<file path="config.mk">
export PLATFORM = sky130hd
export DESIGN_NAME = analog_frontend_config_regs
export DESIGN_NICKNAME = d
export VERILOG_FILES = /design/src/rtl/afe_cfg_pkg.sv /design/src/rtl/analog_frontend_config_regs.sv
export VERILOG_INCLUDE_DIRS = /design/src /design/src/rtl
export SDC_FILE = /design/constraint.sdc
export NUM_CORES = 1
export LEC_CHECK = 0
export ABC_AREA = 0
export ABC_CLOCK_PERIOD_IN_PS = 1400
export BUFFER_PORTS_ARGS = -buffer_cell sky130_fd_sc_hd__clkbuf_2
export CAP_MARGIN = 20
export CORE_ASPECT_RATIO = 1.2
export CORE_MARGIN = 5
export CORE_UTILIZATION = 42
export CTS_BUF_LIST = sky130_fd_sc_hd__clkbuf_16
export CTS_CLUSTER_DIAMETER = 100
export DETAILED_ROUTE_END_ITERATION = 10
export PLACE_DENSITY = 0.8
export SLEW_MARGIN = 5
export SYNTH_ARGS = -nofsm -noshare
export SYNTH_HDL_FRONTEND = slang
export SYNTH_SLANG_ARGS = --single-unit
export TNS_END_PERCENT = 100
</file>
<file path="constraint.sdc">
create_clock -name mclk -period 1.4 [get_ports mclk]
set_input_delay 0.28 -clock mclk [delete_from_list [all_inputs] [get_ports mclk]]
set_output_delay 0.28 -clock mclk [all_outputs]
set_load 0.01 [all_outputs]
</file>
<file path="src/rtl/afe_cfg_map.svh">
// Register offsets, field positions and reset values of the front-end config bank
`ifndef AFE_CFG_MAP_SVH
`define AFE_CFG_MAP_SVH
`define FEB_ADDR        7'h16
`define CCM_ADDR        7'h17
`define FEB_RESET       8'h00
`define CCM_RESET       8'h00
`define FEB_POS_REF_HI  7
`define FEB_POS_REF_LO  6
`define FEB_NEG_REF_HI  5
`define FEB_NEG_REF_LO  4
`define FEB_POS_AIN_BIT 1
`define FEB_NEG_AIN_BIT 0
`define FEB_WMASK       8'hf3
`define CCM_CHOP_BIT    7
`define CCM_VCM_HI      2
`define CCM_VCM_LO      0
`define CCM_WMASK       8'h87
`define CHOP_DIV_SLOW   6'h20
`define CHOP_DIV_FAST   6'h08
`endif

</file>
<file path="src/rtl/afe_cfg_pkg.sv">
// Types for the front-end configuration register bank
package afe_cfg_pkg;
    typedef enum logic [1:0] {
        ref_precharge,
        ref_unbuffered,
        ref_full,
        ref_invalid
    } ref_buf_mode_t;

    typedef enum logic [2:0] {
        vcm_mid_supply,
        vcm_2v50,
        vcm_2v05,
        vcm_1v90,
        vcm_1v65,
        vcm_1v10,
        vcm_0v90,
        vcm_off
    } vcm_level_t;

    typedef struct packed {
        ref_buf_mode_t positive_reference_buffer_select;
        ref_buf_mode_t negative_reference_buffer_select;
        logic          positive_input_precharge_disable;
        logic          negative_input_precharge_disable;
        logic          positive_input_precharge_enable;
        logic          negative_input_precharge_enable;
    } front_end_cfg_t;

    typedef struct packed {
        logic       chop_fast;
        logic [5:0] chop_divide;
        vcm_level_t common_mode_output_select;
        logic       common_mode_output_enable;
    } chop_vcm_cfg_t;
endpackage : afe_cfg_pkg

</file>
<file path="src/rtl/analog_frontend_config_regs.sv">
// Front-end buffer and chop / common-mode configuration registers
// Operation
// Front-end bits 7:6 pick positive reference buffering: precharge, unbuffered, full.
// Front-end bits 5:4 pick negative reference buffering, same encoding.
// Front-end bit 1 set disables positive input precharge buffer.
// Front-end bit 0 set disables negative input precharge buffer.
// Chop bit 7 clear gives chop at modulator clock over 32, default.
// Chop bit 7 set gives chop at modulator clock over 8.
// Chop bits 2:0 pick common-mode level; 111 switches output off.
// Reset clears front-end buffer register at 0x16.
// Reset clears chop and common-mode register at 0x17.
// Reserved bits read zero and ignore writes.
`include "afe_cfg_map.svh"

module analog_frontend_config_regs
    import afe_cfg_pkg::*;
(
    input  wire logic           mclk,
    input  wire logic           rst,
    input  wire logic           reg_wr_en,
    input  wire logic           reg_rd_en,
    input  wire logic [6:0]     reg_addr,
    input  wire logic [7:0]     reg_wdata,
    output logic      [7:0]     reg_rdata,
    output logic                reg_rd_hit,
    output front_end_cfg_t      front_end_cfg,
    output chop_vcm_cfg_t       chop_vcm_cfg
);

    // Stored register images and their masked next values
    logic [7:0]     front_end_buffer_ctrl_q;
    logic [7:0]     chop_and_common_mode_ctrl_q;
    logic [7:0]     front_end_buffer_ctrl_d;
    logic [7:0]     chop_and_common_mode_ctrl_d;

    // Qualified strobes and read-back value
    logic           front_end_wr;
    logic           chop_wr;
    logic           front_end_rd;
    logic           chop_rd;
    logic           mapped_rd;
    logic [7:0]     rd_value;

    // Decoded controls ahead of the output flops
    front_end_cfg_t front_end_cfg_d;
    chop_vcm_cfg_t  chop_vcm_cfg_d;

    // Address match shared by the write and read paths
    function automatic logic hits_front_end(
        input logic [6:0] addr
    );
        return addr == `FEB_ADDR;
    endfunction : hits_front_end

    function automatic logic hits_chop(
        input logic [6:0] addr
    );
        return addr == `CCM_ADDR;
    endfunction : hits_chop

    // Reserved fields dropped on write so they can never hold a one
    function automatic logic [7:0] mask_write(
        input logic [7:0] value,
        input logic [7:0] mask
    );
        return value & mask;
    endfunction : mask_write

    // Both reference inputs share one encoding; code 11 passes on as ref_invalid
    function automatic ref_buf_mode_t ref_mode(
        input logic [1:0] code
    );
        return ref_buf_mode_t'(code);
    endfunction : ref_mode

    function automatic logic precharge_on(
        input logic off
    );
        return !off;
    endfunction : precharge_on

    // Ratio handed on as a number; the chop timing itself lives downstream
    function automatic logic [5:0] chop_divisor(
        input logic fast
    );
        logic [5:0] ratio;
        if (fast) begin
            ratio = `CHOP_DIV_FAST;
        end else begin
            ratio = `CHOP_DIV_SLOW;
        end
        return ratio;
    endfunction : chop_divisor

    // Reset value goes through here too, so reset and run share one mapping
    function automatic front_end_cfg_t decode_front_end(
        input logic [7:0] value
    );
        front_end_cfg_t cfg;
        cfg.positive_reference_buffer_select =
            ref_mode(value[`FEB_POS_REF_HI:`FEB_POS_REF_LO]);
        cfg.negative_reference_buffer_select =
            ref_mode(value[`FEB_NEG_REF_HI:`FEB_NEG_REF_LO]);
        cfg.positive_input_precharge_disable = value[`FEB_POS_AIN_BIT];
        cfg.positive_input_precharge_enable  = precharge_on(value[`FEB_POS_AIN_BIT]);
        cfg.negative_input_precharge_disable = value[`FEB_NEG_AIN_BIT];
        cfg.negative_input_precharge_enable  = precharge_on(value[`FEB_NEG_AIN_BIT]);
        return cfg;
    endfunction : decode_front_end

    function automatic chop_vcm_cfg_t decode_chop(
        input logic [7:0] value
    );
        chop_vcm_cfg_t cfg;
        cfg.chop_fast                 = value[`CCM_CHOP_BIT];
        cfg.chop_divide               = chop_divisor(value[`CCM_CHOP_BIT]);
        cfg.common_mode_output_select =
            vcm_level_t'(value[`CCM_VCM_HI:`CCM_VCM_LO]);
        // Code 111 switches the pin off rather than picking a level
        cfg.common_mode_output_enable =
            value[`CCM_VCM_HI:`CCM_VCM_LO] != 3'h7;
        return cfg;
    endfunction : decode_chop

    // Write decode; unmapped addresses leave both registers alone
    always_comb begin
        front_end_wr = 1'b0;
        chop_wr      = 1'b0;
        if (reg_wr_en && hits_front_end(reg_addr)) begin
            front_end_wr = 1'b1;
        end else if (reg_wr_en && hits_chop(reg_addr)) begin
            chop_wr = 1'b1;
        end
    end

    // Read decode; anything else reads as zero with no hit
    always_comb begin
        front_end_rd = 1'b0;
        chop_rd      = 1'b0;
        if (reg_rd_en && hits_front_end(reg_addr)) begin
            front_end_rd = 1'b1;
        end else if (reg_rd_en && hits_chop(reg_addr)) begin
            chop_rd = 1'b1;
        end
    end

    always_comb begin
        mapped_rd = front_end_rd || chop_rd;
    end

    always_comb begin
        if (front_end_rd) begin
            rd_value = front_end_buffer_ctrl_q;
        end else if (chop_rd) begin
            rd_value = chop_and_common_mode_ctrl_q;
        end else begin
            rd_value = 8'h00;
        end
    end

    always_comb begin
        front_end_buffer_ctrl_d = mask_write(reg_wdata, `FEB_WMASK);
    end

    always_comb begin
        chop_and_common_mode_ctrl_d = mask_write(reg_wdata, `CCM_WMASK);
    end

    always_ff @(posedge mclk) begin
        if (rst) begin
            front_end_buffer_ctrl_q <= `FEB_RESET;
        end else if (front_end_wr) begin
            front_end_buffer_ctrl_q <= front_end_buffer_ctrl_d;
        end
    end

    always_ff @(posedge mclk) begin
        if (rst) begin
            chop_and_common_mode_ctrl_q <= `CCM_RESET;
        end else if (chop_wr) begin
            chop_and_common_mode_ctrl_q <= chop_and_common_mode_ctrl_d;
        end
    end

    // Read data registered so it stays stable through the serial shift-out
    always_ff @(posedge mclk) begin
        if (rst) begin
            reg_rdata <= 8'h00;
        end else if (reg_rd_en) begin
            reg_rdata <= rd_value;
        end
    end

    // One-cycle pulse per mapped read
    always_ff @(posedge mclk) begin
        if (rst) begin
            reg_rd_hit <= 1'b0;
        end else begin
            reg_rd_hit <= mapped_rd;
        end
    end

    always_comb begin
        front_end_cfg_d = decode_front_end(front_end_buffer_ctrl_q);
    end

    always_comb begin
        chop_vcm_cfg_d = decode_chop(chop_and_common_mode_ctrl_q);
    end

    // Decoded controls follow the register one cycle later
    always_ff @(posedge mclk) begin
        if (rst) begin
            front_end_cfg <= decode_front_end(`FEB_RESET);
        end else begin
            front_end_cfg <= front_end_cfg_d;
        end
    end

    always_ff @(posedge mclk) begin
        if (rst) begin
            chop_vcm_cfg <= decode_chop(`CCM_RESET);
        end else begin
            chop_vcm_cfg <= chop_vcm_cfg_d;
        end
    end

endmodule : analog_frontend_config_regs

</file>
## After elaboration in Yosys (flattened, before gate mapping)

Index checks and enable logic that the tools add are counted.

| cells by class | value |
|---|---|
| reductions and logical operators | 7 |
| equality and inequality tests | 3 |
| multiplexer cells | 9 |

Operators with widths:

| operator | count |
|---|---|
| two-way mux 8 bit | 2 |
| == test 7 x 5 -> 1 bit, second input constant | 2 |
| two-way mux 1 bit | 6 |
| two-way mux 6 bit | 1 |
| logical AND 1 bit | 4 |
| inequality test 3 bit, second input constant | 1 |
| zero test 1 bit | 2 |
| logical OR 1 bit | 1 |

| storage, ports and cells | value |
|---|---|
| bits of input ports | 19 |
| register bits | 38 |

## Logic depth before layout (Yosys ltp)

| depth | value |
|---|---|
| depth in word-level cells | 6 |
| gate-level depth with buffers | 5 |

## Worst setup path before layout

No wires, ideal clock.

| path | value |
|---|---|
| path kind | input to register |
| start point | input port reg_addr[6] |
| end point | register chop_and_common_mode_ctrl_q[2] |
| setup slack | 47 ps |
| library setup time | 121 ps |
| data arrival time | 1232 ps |
| path buffers | 1 |
| required time | 1279 ps |
| stages on the path | 4 |
| cells stage by stage | and4bb_4 -> and4_1 -> buf_6 -> mux2_4 |

| between the ends | value |
|---|---|
| cells in the longest elaborated chain, start to end | 4 |
| elaborated cells between the ends (all ways) | 6 |
| those cells by class | eq/ne: 2; mux: 2; reduce/logical: 2 |

RTL lines:

| what | line | source |
|---|---|---|
| from (decl) | analog_frontend_config_regs.sv:22 | `input wire logic [6:0] reg_addr,` |
| == test 7 x 5 -> 1 bit (no line) | -- |  |
| logical AND 1 bit | analog_frontend_config_regs.sv:131 | `end else if (reg_wr_en && hits_chop(reg_addr)) begin` |
| two-way mux 1 bit | analog_frontend_config_regs.sv:131 |  |
| two-way mux 1 bit (*) | analog_frontend_config_regs.sv:129 | `if (reg_wr_en && hits_front_end(reg_addr)) begin` |
| to (signal assigned) | analog_frontend_config_regs.sv:179 | `` chop_and_common_mode_ctrl_q <= `CCM_RESET; `` |
| to (signal assigned) | analog_frontend_config_regs.sv:181 | `chop_and_common_mode_ctrl_q <= chop_and_common_mode_ctrl_d;` |
| to (decl) | analog_frontend_config_regs.sv:32 | `logic [7:0] chop_and_common_mode_ctrl_q;` |

Every way passes the cells marked *; elsewhere a longest branch is shown, timed or not.
A chain may end at the register's enable or synchronous reset.

## Worst setup path in the final report

| path | value |
|---|---|
| start point | input port reg_addr[6] |
| end point | register reg_rdata[7] |

| between the ends | value |
|---|---|
| cells in the longest elaborated chain, start to end | 6 |
| elaborated cells between the ends (all ways) | 9 |
| those cells by class | eq/ne: 2; mux: 5; reduce/logical: 2 |

RTL lines:

| what | line | source |
|---|---|---|
| == test 7 x 5 -> 1 bit (no line) | -- |  |
| logical AND 1 bit | analog_frontend_config_regs.sv:142 | `end else if (reg_rd_en && hits_chop(reg_addr)) begin` |
| two-way mux 1 bit | analog_frontend_config_regs.sv:142 |  |
| two-way mux 1 bit | analog_frontend_config_regs.sv:140 | `if (reg_rd_en && hits_front_end(reg_addr)) begin` |
| two-way mux 8 bit | analog_frontend_config_regs.sv:154 | `end else if (chop_rd) begin` |
| two-way mux 8 bit (*) | analog_frontend_config_regs.sv:152 | `if (front_end_rd) begin` |
| to (signal assigned) | analog_frontend_config_regs.sv:190 | `reg_rdata <= rd_value;` |
| to (decl) | analog_frontend_config_regs.sv:24 | `output logic [7:0] reg_rdata,` |

Marked as above.

==> reports/qor.yml <==
dp_cells: 185
grt_pass1_vias: 932
postLayoutSetupSlackWorst_ns: 0.291
min_period_ns: 1.11
ir_worst_vdd_uv: 1020
cts_sinks: 32
wl_um: 2590
dr.pass1.iters: 4
drc: 0
dpl.hpwl_um: 1970
setup_viol: 0
die_area_um2: 4030
cts_made_buffers: 5
first_iter_violations: 16
synth_top_area_cell: "dfxtp_1"
drive_gt1_share_pct: 34.6
arrival_ns: 1.28
gp_congestion: 0.882
cts_max_path_buffers: 2
synth_seq_cells: 32
ios: 47
hold_path_class: "in -> reg"
cts_tree: "built"
stdcell_count: 193
critPathRequiredTime_ns: 1.57
ys_types: 25
highest-signal-layer: "met4"
die_width_um: 58.8
grt_pass1_wl_um: 4150
final_antenna_net_count: 0
switching_power_mw: 0.402
synth.most_common_cell: "dfxtp_1"
overflow: 0
tns_ns: 0
rows: 21
syn_area_um2: 1200
avgSynthCellArea_um2: 10.3
fill_cells: 264
grt_use_total_pct: 14.5
syn_inst: 116
synthDominantCellAreaShare_pct: 53.4
route.met2.wl_um: 1330
internal_power_mw: 1.78
cp-start-kind: "input pin"
antenna_cells: 0
leakagePower_nw: 0.698
status: "finished, final reports clean"
antenna_found_initial: 0
clockRootBuffer: "clkbuf_16"
synthTopCellsByArea: "dfxtp_1, nand2b_1, mux2i_1"
fmax_mhz: 902
ys.flop_type: "dfxtp_1"
ys_top_cells_by_count: "dfxtp_1, nand2b_1, o21ai_0"
fin_skew_ns: 0.00247
seqPwrFrac_pct: 42.0
die_y_um: 68.5
ctsHtreeMaxLevel: 2
cap_violations: 0
areaGrowthSynthToFinish_pct: 30.7
met3_length_um: 217
cts_setup_buffers: 0
async_reset_ff_share_pct: 0
rsz0062_at_grt: "no"
swShare_pct: 18.5
final_hold_viol_count: 0
rr_worst_depth: 2
cp-end-kind: "flip-flop"
start_util_pct: 43.4
nets: 177
wl_met1_um: 976
hold_depth: 3
cts.hold.buffers_added: 0
clk_latency_ns: 0.27
place_ws_ns: 0.00234
ys_seq_area_share_pct: 53.4
grt_max_degree: 22
synth-edff-count: 0
clockPowerShare_pct: 54.2
slew_viol_final: 0
io_buffers: 40
cts_resized: 0
core_area_um2: 2760
yosys_warnings: 0
r2r_slack_ns: 0.46
clk_pin_slew_worst_paths_ns: 0.05
num_vias: 952
wl_per_cell_um: 13.4
comb_power_share_pct: 3.8
via_per_inst: 4.93
fin_crit_sh_pct: 79.2
power_density_nw_per_um2: 1390
crit_fanout: 6
crit_type: "in -> reg"
-- routing by layer --
| layer | global-route usage, % | up-vias |
|---|---|---|
| met5 | 0 | - |
| met4 | 10.5 | 0 |
| met3 | 6.52 | 6 |
| met2 | 23.6 | 36 |
| met1 | 14.7 | 439 |
| li1 | - | 471 |
-- layout by cell type (no fill, tap or decap), types with 2 or more instances in the layout --
master	count
nor2b_1	7
clkbuf_2	40
or3b_2	3
o31ai_1	3
nand2_1	5
mux2i_1	6
buf_4	3
conb_1	5
nand3_1	4
clkinv_1	2
nand4bb_1	2
o21ai_0	8
inv_1	6
clkbuf_16	5
a21oi_1	3
dfxtp_1	32
nand2b_1	12
o32ai_1	4
-- flip-flops by register name, indices dropped and copies added (netlist names) --
| signal | cells |
|---|---|
| chop_vcm_cfg | 6 |
| chop_and_common_mode_ctrl_q | 4 |
| front_end_cfg | 8 |
| reg_rd_hit | 1 |
| reg_rdata | 7 |
| front_end_buffer_ctrl_q | 6 |
-- per-stage QoR --
stage	area, um^2	power (mW)	utilization, %	hold slack [ns]
after floorplan	1210	0.989	-	0.381
after global placement	1400	1.01	50.9	0.399
after detailed placement	1400	1.01	50.9	0.404
after CTS	1570	2.20	56.8	0.244
after global routing	1570	2.25	56.8	0.265
final	1570	2.18	56.8	0.250
-- cell type report --
cell class | count | area, um^2 | area share, %
clock buffer | 5 | 125 | 7.99
clock inverter | 3 | 37.5 | 2.40
sequential | 32 | 641 | 40.9
inverter | 6 | 22.5 | 1.44
tap | 34 | 42.5 | 2.72
multi-input combinational | 70 | 475 | 30.4
timing repair buffer | 43 | 223 | 14.2
-- cell families after synthesis --
family | after synthesis | synth area share [%]
other | 1 | 0.313
buffers and inverters | 18 | 8.14
AOI/OAI and AO/OA | 19 | 9.81
muxes | 7 | 6.26
DFF | 32 | 53.4
and+or+nand+nor | 39 | 22.0
-- final timing paths --
kind | start | endpoint
max | reg_addr[6] | reg_rdata[7]$_SDFFE_PP0P_
min | reg_wdata[5] | front_end_buffer_ctrl_q[5]$_SDFFE_PP0P_
min reg2reg | chop_and_common_mode_ctrl_q[0]$_SDFFE_PP0P_ | chop_vcm_cfg[0]$_SDFF_PP1_
max reg2reg | reg_rdata[5]$_SDFFE_PP0P_ | reg_rdata[5]$_SDFFE_PP0P_
-- critical path, stage by stage --
cell and delay, ns:
clkbuf_2 0.08, and4bb_4 0.32, buf_4 0.14, nand2_1 0.13, o32ai_1 0.32
-- power groups by stage --
stage	clock, mW	sequential (mW)	combinational [mW]
after floorplan	0	0.933	0.0564
after global routing	1.24	0.913	0.0903
after detailed placement	0	0.932	0.0818
after global placement	0	0.932	0.0792
after CTS	1.21	0.914	0.0822
final	1.18	0.914	0.0827
Power figures use the tool's default switching activity.
